[src/converter_consts.vh]
// Operation
// - Right justify zeroes high byte upper six
// - Left justify zeroes low byte lower six
// - Codes 111 and 011 pick RC clock
// - Bit 2 picks external pin or ground
// - Positive reference 11 FIXED_VOLTAGE_REFERENCE, 10 pin, 00 supply
// - Left mode high byte holds bits 9..2
// - Left mode low byte bits 7..6 hold 1..0
// - Right mode high byte bits 1..0 hold 9..8
// - Right mode low byte holds bits 7..0
// - Result bytes writable, kept over soft reset
`ifndef CONVERTER_CONSTS_VH
`define CONVERTER_CONSTS_VH

// ****************************************************************
// Register map
// ****************************************************************
`define CONFIG_OFFSET       4'h0
`define RESULT_HIGH_OFFSET  4'h4
`define RESULT_LOW_OFFSET   4'h8
`define CONFIG_RESET        8'h00
`define CONFIG_WMASK        8'hf7

// ****************************************************************
// Field positions
// ****************************************************************
`define JUSTIFY_BIT         7
`define CLKSEL_HI           6
`define CLKSEL_LO           4
`define NEGREF_BIT          2
`define POSREF_HI           1
`define POSREF_LO           0

// ****************************************************************
// Encodings
// ****************************************************************
`define CLKSEL_RC_A         3'h7
`define CLKSEL_RC_B         3'h3
`define POSREF_SUPPLY       2'h0
`define POSREF_RESERVED     2'h1
`define POSREF_PIN          2'h2
`define POSREF_FIXED        2'h3
`define DIV_2               7'h02
`define DIV_4               7'h04
`define DIV_8               7'h08
`define DIV_16              7'h10
`define DIV_32              7'h20
`define DIV_64              7'h40

`define RESP_OKAY           2'h0
`define RESP_SLVERR         2'h2

`endif

[src/conversion_clock_gen.v]
`timescale 1ns/1ps
`include "converter_consts.vh"

// Produces a one-cycle enable per conversion clock period
module conversion_clock_gen (
   input  wire       aclk,
   input  wire       aresetn,
   input  wire [2:0] conversion_clock_select,
   input  wire       rc_tick,
   output reg        conv_tick,
   output reg        rc_selected
);

   reg  [6:0] div_count;
   reg  [6:0] ratio;
   wire       use_rc;

   // ****************************************************************
   // Divisor table
   // ****************************************************************
   // Ratios assumed as a power-of-two ladder; change here if they differ
   always @* begin
      case (conversion_clock_select)
         3'h0:    ratio = `DIV_2;
         3'h1:    ratio = `DIV_8;
         3'h2:    ratio = `DIV_32;
         3'h4:    ratio = `DIV_4;
         3'h5:    ratio = `DIV_16;
         3'h6:    ratio = `DIV_64;
         default: ratio = `DIV_2;
      endcase
   end

   assign use_rc = (conversion_clock_select == `CLKSEL_RC_A) ||
                   (conversion_clock_select == `CLKSEL_RC_B);

   always @(posedge aclk) begin
      if (!aresetn) begin
         div_count   <= 7'h00;
         conv_tick   <= 1'b0;
         rc_selected <= 1'b0;
      end else begin
         rc_selected <= use_rc;
         if (use_rc) begin
            div_count <= 7'h00;
            conv_tick <= rc_tick;
         end else if (div_count >= ratio - 7'h01) begin
            div_count <= 7'h00;
            conv_tick <= 1'b1;
         end else begin
            div_count <= div_count + 7'h01;
            conv_tick <= 1'b0;
         end
      end
   end

endmodule

[src/converter_format.v]
`timescale 1ns/1ps
`include "converter_consts.vh"

// Converter configuration and result formatting, AXI4-Lite slave
module converter_format (
   input  wire        aclk,
   input  wire        aresetn,
   input  wire        por_n,
   input  wire [3:0]  s_axi_awaddr,
   input  wire        s_axi_awvalid,
   output wire        s_axi_awready,
   input  wire [31:0] s_axi_wdata,
   input  wire [3:0]  s_axi_wstrb,
   input  wire        s_axi_wvalid,
   output wire        s_axi_wready,
   output reg  [1:0]  s_axi_bresp,
   output reg         s_axi_bvalid,
   input  wire        s_axi_bready,
   input  wire [3:0]  s_axi_araddr,
   input  wire        s_axi_arvalid,
   output wire        s_axi_arready,
   output reg  [31:0] s_axi_rdata,
   output reg  [1:0]  s_axi_rresp,
   output reg         s_axi_rvalid,
   input  wire        s_axi_rready,
   input  wire [9:0]  conversion_result_value,
   input  wire        conversion_done,
   input  wire        rc_tick,
   output wire        conv_tick,
   output wire        rc_selected,
   output wire        negative_reference_select,
   output wire [1:0]  positive_reference_select,
   output reg         neg_ref_external,
   output reg         pos_ref_supply,
   output reg         pos_ref_pin,
   output reg         pos_ref_fixed
);

   reg  [7:0]  converter_config_reg;
   reg  [7:0]  result_high_byte;
   reg  [7:0]  result_low_byte;
   reg  [3:0]  aw_addr;
   reg         aw_held;
   reg  [31:0] w_data;
   reg         w_byte0;
   reg         w_held;
   wire        do_write;
   wire        result_justify_select;
   wire [2:0]  conversion_clock_select;
   wire [15:0] formatted;

   // ****************************************************************
   // Formatting
   // ****************************************************************
   // Returns {high, low}; reserved bits come out as zero
   function [15:0] pack_result;
      input       right;
      input [9:0] value;
      begin
         if (right)
            pack_result = {6'h00, value[9:8], value[7:0]};
         else
            pack_result = {value[9:2], value[1:0], 6'h00};
      end
   endfunction

   function mapped;
      input [3:0] addr;
      begin
         mapped = (addr == `CONFIG_OFFSET) ||
                  (addr == `RESULT_HIGH_OFFSET) ||
                  (addr == `RESULT_LOW_OFFSET);
      end
   endfunction

   assign result_justify_select   = converter_config_reg[`JUSTIFY_BIT];
   assign conversion_clock_select =
      converter_config_reg[`CLKSEL_HI:`CLKSEL_LO];
   assign negative_reference_select = converter_config_reg[`NEGREF_BIT];
   assign positive_reference_select =
      converter_config_reg[`POSREF_HI:`POSREF_LO];
   // Justify chosen at load time, both bytes from one value
   assign formatted = pack_result(result_justify_select,
                                  conversion_result_value);

   // ****************************************************************
   // Write channel
   // ****************************************************************
   // Address and data are latched separately so either may come first
   assign s_axi_awready = !aw_held && !s_axi_bvalid;
   assign s_axi_wready  = !w_held && !s_axi_bvalid;
   assign do_write      = aw_held && w_held && !s_axi_bvalid;

   always @(posedge aclk) begin
      if (!aresetn) begin
         aw_held      <= 1'b0;
         w_held       <= 1'b0;
         aw_addr      <= 4'h0;
         w_data       <= 32'h00000000;
         w_byte0      <= 1'b0;
         s_axi_bvalid <= 1'b0;
         s_axi_bresp  <= `RESP_OKAY;
      end else begin
         if (s_axi_awvalid && s_axi_awready) begin
            aw_held <= 1'b1;
            aw_addr <= s_axi_awaddr;
         end
         if (s_axi_wvalid && s_axi_wready) begin
            w_held  <= 1'b1;
            w_data  <= s_axi_wdata;
            w_byte0 <= s_axi_wstrb[0];
         end
         if (do_write) begin
            aw_held      <= 1'b0;
            w_held       <= 1'b0;
            s_axi_bvalid <= 1'b1;
            s_axi_bresp  <= mapped(aw_addr) ? `RESP_OKAY : `RESP_SLVERR;
         end else if (s_axi_bvalid && s_axi_bready) begin
            s_axi_bvalid <= 1'b0;
         end
      end
   end

   // ****************************************************************
   // Configuration register
   // ****************************************************************
   always @(posedge aclk) begin
      if (!aresetn)
         converter_config_reg <= `CONFIG_RESET;
      else if (do_write && w_byte0 && aw_addr == `CONFIG_OFFSET)
         converter_config_reg <= w_data[7:0] & `CONFIG_WMASK;
   end

   // ****************************************************************
   // Result bytes
   // ****************************************************************
   // Only power-on reset touches them; soft reset leaves them alone.
   // Values after power-on are undefined, zero is chosen here.
   always @(posedge aclk) begin
      if (!por_n) begin
         result_high_byte <= 8'h00;
         result_low_byte  <= 8'h00;
      end else if (conversion_done) begin
         // Conversion wins over a same-cycle software write
         result_high_byte <= formatted[15:8];
         result_low_byte  <= formatted[7:0];
      end else if (do_write && w_byte0) begin
         if (aw_addr == `RESULT_HIGH_OFFSET)
            result_high_byte <= w_data[7:0];
         if (aw_addr == `RESULT_LOW_OFFSET)
            result_low_byte  <= w_data[7:0];
      end
   end

   // ****************************************************************
   // Read channel
   // ****************************************************************
   assign s_axi_arready = !s_axi_rvalid;

   always @(posedge aclk) begin
      if (!aresetn) begin
         s_axi_rvalid <= 1'b0;
         s_axi_rdata  <= 32'h00000000;
         s_axi_rresp  <= `RESP_OKAY;
      end else if (s_axi_arvalid && s_axi_arready) begin
         s_axi_rvalid <= 1'b1;
         s_axi_rresp  <= mapped(s_axi_araddr) ? `RESP_OKAY
                                              : `RESP_SLVERR;
         case (s_axi_araddr)
            `CONFIG_OFFSET:
               s_axi_rdata <= {24'h000000, converter_config_reg};
            `RESULT_HIGH_OFFSET:
               s_axi_rdata <= {24'h000000, result_high_byte};
            `RESULT_LOW_OFFSET:
               s_axi_rdata <= {24'h000000, result_low_byte};
            default:
               s_axi_rdata <= 32'h00000000;
         endcase
      end else if (s_axi_rvalid && s_axi_rready) begin
         s_axi_rvalid <= 1'b0;
      end
   end

   // ****************************************************************
   // Reference routing
   // ****************************************************************
   // Reserved positive code drives no source rather than guessing one
   always @(posedge aclk) begin
      if (!aresetn) begin
         neg_ref_external <= 1'b0;
         pos_ref_supply   <= 1'b1;
         pos_ref_pin      <= 1'b0;
         pos_ref_fixed    <= 1'b0;
      end else begin
         neg_ref_external <= negative_reference_select;
         pos_ref_supply   <= positive_reference_select
                             == `POSREF_SUPPLY;
         pos_ref_pin      <= positive_reference_select
                             == `POSREF_PIN;
         pos_ref_fixed    <= positive_reference_select
                             == `POSREF_FIXED;
      end
   end

   // ****************************************************************
   // Conversion clock
   // ****************************************************************
   conversion_clock_gen clock_gen (
      .aclk                    (aclk),
      .aresetn                 (aresetn),
      .conversion_clock_select (conversion_clock_select),
      .rc_tick                 (rc_tick),
      .conv_tick               (conv_tick),
      .rc_selected             (rc_selected)
   );

endmodule

[config.mk]
export PLATFORM = sky130hd
export DESIGN_NAME = converter_format
export DESIGN_NICKNAME = d
export VERILOG_FILES = /design/src/conversion_clock_gen.v /design/src/converter_format.v
export VERILOG_INCLUDE_DIRS = /design/src
export SDC_FILE = /design/constraint.sdc
export NUM_CORES = 1
export LEC_CHECK = 0
export BUFFER_PORTS_ARGS = -buffer_cell sky130_fd_sc_hd__buf_2
export CORE_UTILIZATION = 40
export DETAILED_ROUTE_END_ITERATION = 6
export PLACE_DENSITY = 0.65
export SETUP_SLACK_MARGIN = 0.4
export SYNTH_ARGS = -nofsm -noshare
export SYNTH_HDL_FRONTEND = slang
export SYNTH_SLANG_ARGS = --single-unit
[constraint.sdc]
create_clock -name aclk -period 5.1 [get_ports aclk]
set_input_delay 0.51 -clock aclk [delete_from_list [all_inputs] [get_ports aclk]]
set_output_delay 0.51 -clock aclk [all_outputs]
set_load 0.02 [all_outputs]
==> impl_metrics.py, run 1 <==
metrics = {
    "cts": {
        "ctsRootBufferMaster": "clkbuf_8",
        "ctsHoldBuffers": 0,
        "cts_setup_buffers": 0,
        "clk_path_buf_depth": 2,
        "htree_num_levels": 3,
        "postCtsResizedCells": 0,
        "clock_latency_ns": 0.35,
        "clk_pin_slew_worst_paths_ns": 0.07,
        "cts_made_buffers": 9,
        "clkSinkCount": 63,
        "cts_tree": "built",
    },
    "sta": {
        "final_max_slew_viol_count": 0,
        "grt_setup_unrepaired": "no",
        "finalSetupTns_ns": 0,
        "period_minus_slack_ns": 2.08,
        "skew_ns": 0.00712,
        "holdWs_ns": 0.397,
        "slew_headroom": 0.443,
        "hold_violations": 0,
        "setup_viol": 0,
        "fmax_ghz": 0.481,
        "period_share": 0.408,
        "worst_slew_pin_slew_ns": 0.828,
    },
    "power_and_ir_drop": {
        "p_comb_frac": 0.131,
        "p_int_w": 0.000769,
        "max-vdd-ir-drop_mv": 0.150,
        "power_frac_seq": 0.496,
        "power.switching_w": 0.000311,
        "p_sw_frac": 0.288,
        "powerDensity_nw_per_um2": 297,
        "leakage_nw": 1.54,
        "pwr-share-clk": 0.373,
    },
    "synthesis": {
        "netlist_area_um2": 3230,
        "ys_seq_area_frac": 0.391,
        "synth_top_area_share": 0.391,
        "synthCells": 349,
        "synth.most_common_cell": "dfxtp_1",
        "yosys_warnings": 0,
        "synth.distinct_cells": 48,
        "synth_edf_count": 0,
        "synthTopCellsByArea": "dfxtp_1 39%, mux2i_1 10%, buf_4 6.5%",
        "yosysTopAreaCell": "dfxtp_1",
        "ys_top_cells_by_count": "63 x dfxtp_1, 33 x mux2i_1, 28 x buf_4",
        "synth_ff_type": "dfxtp_1",
        "synth_seq_cells": 63,
        "avgSynthCellArea_um2": 9.25,
        "synthArstFlopShare": 0,
    },
    "placed_design": {
        "hpwl_mm": 4.95,
        "dpl_cell_area_um2": 3460,
        "gp_congestion": 0.754,
        "io_buffers": 60,
    },
    "critical_path": {
        "path_class": "reg -> reg",
        "r2r-end": "clock_gen.conv_tick",
        "worst_setup_path_start_kind": "flip-flop",
        "critical_path.endpoint": "clock_gen.conv_tick",
        "reg2reg_slack_ns": 3.02,
        "critPathArrivalTime_ns": 2.37,
        "critPathRequiredTime_ns": 5.39,
        "reg2reg_from": "converter_config_reg[5]",
        "cp-end-kind": "flip-flop",
        "startpoint": "converter_config_reg[5]",
        "reg2reg_depth": 6,
        "cp_max_fo": 8,
    },
    "drt": {
        "postRouteAntennaNets": 0,
        "routed_wl_mm": 6.86,
        "first_pass_iters": 4,
        "via_per_inst": 5.11,
        "drc": 0,
        "wl_per_cell_um": 13.5,
        "vias": 2591,
        "drtIter0Drc": 148,
    },
    "die": {
        "start_util": 0.415,
        "io_pins": 114,
        "dieHeight_um": 91.8,
        "die_w_um": 91.8,
        "row_count": 32,
        "core_um2": 7770,
        "dieArea_um2": 8430,
    },
    "global_route": {
        "overflow": 0,
        "track_usage": 0.173,
        "antenna_found_initial": 0,
        "grt_first_pass_wirelength_mm": 11.4,
        "grt_pass1_vias": 2431,
        "grt_max_degree": 33,
    },
    "cells_and_area": {
        "nets": 471,
        "antenna_cells": 0,
        "fin_area_um2": 3640,
        "fillers": 778,
        "layout.area.seq_um2": 1260,
        "drive_above_1_share": 0.227,
        "fin_util": 0.469,
        "multi_input_area_um2": 1750,
        "area_growth_pct": 12.9,
    },
    "run": {
        "drv_cap": 0,
    },
    "status": {
        "outcome": "finished, final reports clean",
    },
    "worst_hold_path": {
        "worstHoldPathType": "in -> reg",
    },
}
critical path, stage by stage (launching register included):
cell     delay (ns)
dfxtp_1        0.44
nor2b_1        0.28
inv_1          0.08
ha_1           0.30
nand4_1        0.10
a21oi_1        0.52
o221a_2        0.31
area by class of cell:
class	instances	area share
inverter	4	0.00412
clock inverter	5	0.00893
multi-input combinational	261	0.480
tap	102	0.0350
sequential	63	0.346
timing repair buffer	61	0.0845
clock buffer	11	0.0416
cells in the final DEF (no fill, tap or decap), types with 9 or more instances in the layout:
cell type / netlist / routed
nand2_1: 26 / 26
conb_1: 2 / 27
clkbuf_8: 0 / 11
and3b_1: 9 / 9
o21ai_0: 21 / 21
nand3_1: 11 / 11
a21oi_1: 16 / 16
dfxtp_1: 63 / 63
nor2b_1: 12 / 12
nor2_1: 23 / 23
buf_2: 3 / 60
mux2i_1: 33 / 33
cells by family after synthesis:
family          after synthesis  share of synthesized area
buf+inv                      50                     0.0969
flops                        63                      0.391
fa+ha+maj                     7                     0.0271
xor+xnor                      3                    0.00814
other cells                   2                    0.00233
mux                          40                      0.127
simple gates                112                      0.194
compound gates               72                      0.154
layer usage:
metal	share of wire	global-route usage	wire length, µm	vias to the layer above
met5	0	0	0	-
met4	0.015	0.0534	101	0
met3	0.062	0.0556	427	9
met2	0.45	0.281	3110	82
met1	0.47	0.218	3220	1210
li1	-	-	-	1290
worst min-delay path by stage:
| stage | startpoint | end | slack (ns) | depth (start not counted) |
|---|---|---|---|---|
| 3_3_place_gp | result_low_byte[1] | result_low_byte[1] | 0.44 | 2 |
| 6_report | s_axi_wdata[3] | w_data[3] | 0.40 | 3 |
| 2_1_floorplan | result_high_byte[3] | result_high_byte[3] | 0.43 | 2 |
| 4_1_cts | s_axi_wdata[3] | w_data[3] | 0.39 | 3 |
| 5_1_grt | s_axi_wstrb[0] | w_byte0 | 0.41 | 3 |
| 3_5_place_dp | s_axi_rdata[2] | s_axi_rdata[2] | 0.44 | 1 |
power by group through the flow:
stage / sequential [W] / clock [W] / combinational [W]
2_1_floorplan: 0.000543 / 0 / 0.000120
3_3_place_gp: 0.000546 / 0 / 0.000139
3_5_place_dp: 0.000547 / 0 / 0.000142
4_1_cts: 0.000535 / 0.000411 / 0.000142
5_1_grt: 0.000538 / 0.000434 / 0.000159
6_report: 0.000536 / 0.000403 / 0.000142
metrics by stage:
step / setup WS, ns / instances / power, W
after detailed placement: 3.04 / 491 / 0.000688
final: 3.02 / 507 / 0.00108
after CTS: 3.02 / 507 / 0.00109
after floorplan: 3.38 / 374 / 0.000663
after global placement: 3.06 / 491 / 0.000686
after global routing: 2.83 / 507 / 0.00113
Note: power is estimated with default switching activity, not from simulation.
==> inputs of run 2 (changes only) <==
Settings changed: ABC_AREA set to 1, PLACE_DENSITY 0.65 to 0.68.
Clock period 5.1 ns to 1.8 ns, I/O delays scaled along.
==> impl_metrics.py, run 2 <==
metrics = {
    "drt": {
        "via_per_inst": 4.71,
        "first_pass_iters": 5,
        "postRouteAntennaNets": 0,
        "drc": 0,
        "wl_per_cell_um": 11.5,
        "drtIter0Drc": 191,
        "vias": 2805,
        "routed_wl_mm": 6.86,
    },
    "global_route": {
        "antenna_found_initial": 0,
        "overflow": 0,
        "grt_max_degree": 27,
        "grt_first_pass_wirelength_mm": 11.7,
        "grt_pass1_vias": 2640,
        "track_usage": 0.180,
    },
    "placed_design": {
        "dp_slack_ns": 0.200,
        "dp.cells": 576,
        "io_buffers": 60,
        "hpwl_mm": 5.21,
        "gp_congestion": 0.881,
    },
    "critical_path": {
        "critPathRequiredTime_ns": 2.03,
        "cp_max_fo": 7,
        "worst_setup_path_start_kind": "flip-flop",
        "cp-end-kind": "flip-flop",
        "critPathArrivalTime_ns": 1.72,
        "path_class": "reg -> reg",
    },
    "synthesis": {
        "synth_edf_count": 0,
        "ys_seq_area_frac": 0.405,
        "netlist_area_um2": 3120,
        "ys_top_cells_by_count": "82 x nor2_1, 63 x dfxtp_1, 63 x nand2_1",
        "synth_top_area_share": 0.405,
        "synthCells": 428,
        "synth.distinct_cells": 27,
        "yosysTopAreaCell": "dfxtp_1",
        "avgSynthCellArea_um2": 7.28,
        "synth.most_common_cell": "nor2_1",
        "synthArstFlopShare": 0,
        "synth_ff_type": "dfxtp_1",
        "synthTopCellsByArea": "dfxtp_1 40%, nor2_1 9.9%, nand2_1 7.6%",
        "synth_seq_cells": 63,
        "yosys_warnings": 0,
    },
    "run": {
        "drv_cap": 0,
    },
    "cts": {
        "clkSinkCount": 63,
        "clock_latency_ns": 0.34,
        "clk_pin_slew_worst_paths_ns": 0.07,
        "ctsRootBufferMaster": "clkbuf_8",
        "htree_num_levels": 3,
        "cts_made_buffers": 9,
        "ctsHoldBuffers": 0,
        "clk_path_buf_depth": 2,
        "cts_tree": "built",
    },
    "sta": {
        "period_share": 0.832,
        "setup_viol": 0,
        "finalWorstSetupSlack_ns": 0.303,
        "period_minus_slack_ns": 1.50,
        "fmax_ghz": 0.668,
        "hold_violations": 0,
        "finalSetupTns_ns": 0,
        "grt_setup_unrepaired": "yes",
        "final_max_slew_viol_count": 0,
        "skew_ns": 0.00690,
    },
    "cells_and_area": {
        "stdcell_count": 596,
        "nets": 563,
        "mostFrequentLayoutCells": "74 x nor2_1, 61 x dfxtp_1, 60 x nand2_1, 60 x buf_2, 40 x nand3_1",
        "drive_above_1_share": 0.241,
        "final_common_cell": "nor2_1",
        "fillers": 739,
        "area_growth_pct": 18.9,
        "antenna_cells": 0,
        "fin_util": 0.500,
    },
    "power_and_ir_drop": {
        "max-vdd-ir-drop_mv": 0.373,
        "powerDensity_nw_per_um2": 920,
        "finalPower_w": 0.00341,
        "leakage_nw": 1.72,
    },
    "die": {
        "row_count": 31,
        "die_w_um": 90.3,
        "dieArea_um2": 8150,
        "start_util": 0.421,
        "dieHeight_um": 90.3,
        "core_um2": 7410,
        "io_pins": 114,
    },
    "worst_hold_path": {
        "worstHoldPathType": "in -> reg",
    },
    "status": {
        "outcome": "finished, final reports clean",
    },
}
run 2: metal layers:
metal | part of all wire | wire, µm | global-route usage
met5 | 0 | 0 | 0
met4 | 0.016 | 110 | 0.0833
met3 | 0.037 | 257 | 0.0370
met2 | 0.50 | 3440 | 0.314
met1 | 0.45 | 3060 | 0.210
run 2: where the power goes:
group / leakage, nW / switching (W) / total, W / internal [W]
registers: 0.517 / 0.0000663 / 0.00154 / 0.00148
clock network: 0.105 / 0.000573 / 0.00135 / 0.000781
logic: 1.10 / 0.000339 / 0.000508 / 0.000170
total: 1.72 / 0.000978 / 0.00341 / 0.00243
run 2: worst paths after layout:
| path | from | to | slack [ns] | depth (start not counted) |
|---|---|---|---|---|
| hold / removal | rc_tick | clock_gen.conv_tick | 0.04 | 3 |
| hold reg to reg | s_axi_rdata[2] | s_axi_rdata[2] | 0.46 | 2 |
| setup reg to reg | converter_config_reg[4] | clock_gen.div_count[4] | 0.30 | 12 |
| setup / recovery | converter_config_reg[4] | clock_gen.div_count[4] | 0.30 | 12 |
run 2: kinds of logic (layout without fill, tap and decap cells):
| group | count (synthesis) | in the layout | synth area share |
|---|---|---|---|
| other | 2 | 27 | 0.00241 |
| flip-flops | 63 | 63 | 0.405 |
| AO/OA/AOI/OAI | 81 | 81 | 0.133 |
| XOR/XNOR | 5 | 5 | 0.0141 |
| adder cells (fa/ha/maj) | 7 | 7 | 0.0281 |
| AND/OR/NAND/NOR | 200 | 200 | 0.292 |
| buffers and inverters | 70 | 114 | 0.126 |
run 2: worst max-delay path, cell delays in order, from the launching register on:
cell     delay (ns)
dfxtp_4        0.36
inv_4          0.07
nand2_4        0.06
inv_4          0.06
nor2_4         0.03
inv_2          0.06
nand2_2        0.06
ha_4           0.25
nand2_1        0.06
nor2_2         0.13
nand2_2        0.08
nand3_4        0.11
nor2_1         0.05
run 2: area by class of cell:
class,instances,area (µm²),share of cell area
inverters,33,129,0.0348
multi-input cells,320,1620,0.438
well taps,99,124,0.0334
clock inverters,7,97.6,0.0264
flip-flops and latches,63,1270,0.343
clock buffers,9,124,0.0334
repair buffers,65,338,0.0912
run 2: repair_timing:
action | CTS | global route
gates resized for setup | 12 | 10
endpoints found under the setup margin | 8 | 10
pin swaps | 8 | 4
buffers inserted | 2 | 2
run 2: through the flow:
step	hold slack [ns]	cell area, µm²
after CTS	0.0298	3660
after global routing	0.0535	3700
after global placement	0.377	3380
after detailed placement	0.386	3380
after floorplan	0.290	3220
final	0.0430	3700
==> inputs of run 3 (changes only) <==
Settings changed: PLACE_DENSITY 0.68 to 0.66.
Clock period 1.8 ns to 1.45 ns, I/O delays scaled along.
==> impl_metrics.py, run 3 (synthesized netlist as in run 2, its figures left out) <==
metrics = {
    "critical_path": {
        "slowest_delay_ns": 0.32,
        "path_delay_family": "simple AND/OR/NAND/NOR gates",
        "cp_num_cells": 11,
        "critical_path.endpoint": "clock_gen.div_count[2]",
        "cp-end-kind": "flip-flop",
        "path_class": "reg -> reg",
        "reg2reg_from": "converter_config_reg[4]",
        "critPathArrivalTime_ns": 1.81,
        "r2r-end": "clock_gen.div_count[2]",
        "cp_max_fo": 7,
        "crit_chain": "inv_2 -> nand2_2 -> inv_2 -> nor2_4 -> inv_2 -> nand2_2 -> ha_4 -> a21oi_2 -> o21a_1 -> nand3_4 -> nor2_1",
        "critPathRequiredTime_ns": 1.72,
        "worst_setup_path_start_kind": "flip-flop",
        "startpoint": "converter_config_reg[4]",
        "slowest_stage": "dfxtp_2",
        "critical_path_buf_inv_count": 3,
        "path_common_cell": "inv_2",
        "reg2reg_slack_ns": -0.09,
        "reg2reg_depth": 11,
    },
    "sta": {
        "setup_viol": 8,
        "finalWorstSetupSlack_ns": -0.0945,
        "final_max_slew_viol_count": 0,
        "holdWs_ns": 0.0494,
        "fmax_ghz": 0.647,
        "skew_ns": 0.00571,
        "grt_setup_unrepaired": "yes",
        "hold_violations": 0,
        "period_share": 1.07,
        "period_minus_slack_ns": 1.54,
    },
    "global_route": {
        "grt_max_degree": 27,
        "grt_pass1_vias": 2684,
        "overflow": 0,
        "track_usage": 0.190,
        "grt_first_pass_wirelength_mm": 12.3,
        "antenna_found_initial": 0,
    },
    "cts": {
        "ctsRootBufferMaster": "clkbuf_8",
        "htree_num_levels": 3,
        "clock_latency_ns": 0.34,
        "clkSinkCount": 63,
        "clk_path_buf_depth": 2,
        "clk_pin_slew_worst_paths_ns": 0.06,
        "cts_made_buffers": 9,
        "cts_tree": "built",
    },
    "cells_and_area": {
        "final_common_cell": "nor2_1",
        "drive_above_1_share": 0.400,
        "antenna_cells": 0,
        "nets": 579,
        "area_growth_pct": 36.1,
        "stdcell_count": 612,
        "fin_area_um2": 4240,
        "fillers": 692,
        "mostFrequentLayoutCells": "68 x nor2_1, 53 x buf_2, 51 x nand2_1, 51 x dfxtp_1, 34 x nand3_1",
    },
    "drt": {
        "wl_per_cell_um": 12.7,
        "drc": 0,
        "vias": 2941,
        "first_pass_iters": 6,
        "postRouteAntennaNets": 0,
        "routed_wl_mm": 7.79,
        "via_per_inst": 4.81,
        "drtIter0Drc": 177,
    },
    "placed_design": {
        "gp_congestion": 0.869,
        "io_buffers": 60,
        "hpwl_mm": 5.34,
        "dp.cells": 581,
        "dp_slack_ns": -0.0952,
        "dpl_cell_area_um2": 3510,
    },
    "die": {
        "dieHeight_um": 90.3,
        "dieArea_um2": 8150,
        "die_w_um": 90.3,
        "io_pins": 114,
        "core_um2": 7410,
        "start_util": 0.421,
        "row_count": 31,
    },
    "status": {
        "violations": "negative setup slack",
        "outcome": "finished, violations left",
    },
    "run": {
        "drv_cap": 0,
    },
    "power_and_ir_drop": {
        "leakage_nw": 1.86,
        "powerDensity_nw_per_um2": 1040,
        "max-vdd-ir-drop_mv": 0.599,
    },
    "worst_hold_path": {
        "worstHoldPathType": "in -> reg",
    },
}
run 3: cell types whose count changed in the layout (fill, tap and decap cells not counted), moves of 8 or more:
cell,before,now
buf_6,0,8
o21ai_0,39,21
a21oi_2,1,16
nand2_1,60,51
o21ai_2,0,16
buf_4,5,16
dfxtp_1,61,51
a21oi_1,29,14
run 3: worst min-delay path by stage:
stage / start / end / cells past startpoint
2_1_floorplan: rc_tick / clock_gen.conv_tick / 2
3_3_place_gp: rc_tick / clock_gen.conv_tick / 3
3_5_place_dp: rc_tick / clock_gen.conv_tick / 3
4_1_cts: s_axi_wstrb[0] / w_byte0 / 3
5_1_grt: s_axi_wdata[0] / w_data[0] / 3
6_report: s_axi_wdata[3] / w_data[3] / 3
run 3: worst min-delay path, stage by stage:
cell and delay (ns):
buf_2 0.08, o21ai_1 0.06, nor2_1 0.07
run 3: area by class of cell:
type	instances	area (µm²)	area share
repair buffers	80	515	0.122
repair inverters	1	7.51	0.00177
well taps	99	124	0.0292
multi-input cells	320	1960	0.461
flip-flops and latches	63	1300	0.306
clock buffers	12	135	0.0319
inverters	33	138	0.0324
clock inverters	4	70.1	0.0165
run 3: metal layers:
metal / up-vias / part of all wire / global-route usage
li1: 1496 / - / -
met4: 0 / 0.020 / 0.0860
met5: - / 0 / 0
met2: 84 / 0.50 / 0.324
met3: 15 / 0.036 / 0.0286
met1: 1346 / 0.44 / 0.236
run 3: timing repair:
item,CTS,global route
buffers inserted,10,3
pin swaps,26,25
endpoints found under the hold margin,1,0
gates cloned,1,0
hold buffers,1,0
gates resized for setup,74,51
setup endpoints to repair,42,56
run 3: stage by stage:
stage	total power [W]	setup TNS [ns]	utilization
4_1_cts	0.00433	-0.0558	0.547
2_1_floorplan	0.00249	0	-
3_5_place_dp	0.00262	-0.604	0.474
3_3_place_gp	0.00260	-0.192	0.474
5_1_grt	0.00460	-1.37	0.573
6_report	0.00440	-0.581	0.573
run 3: where the power goes:
group | total [W] | switching [W] | internal (W)
clock network | 0.00161 | 0.000647 | 0.000964
logic | 0.000847 | 0.000528 | 0.000319
registers | 0.00194 | 0.000103 | 0.00183
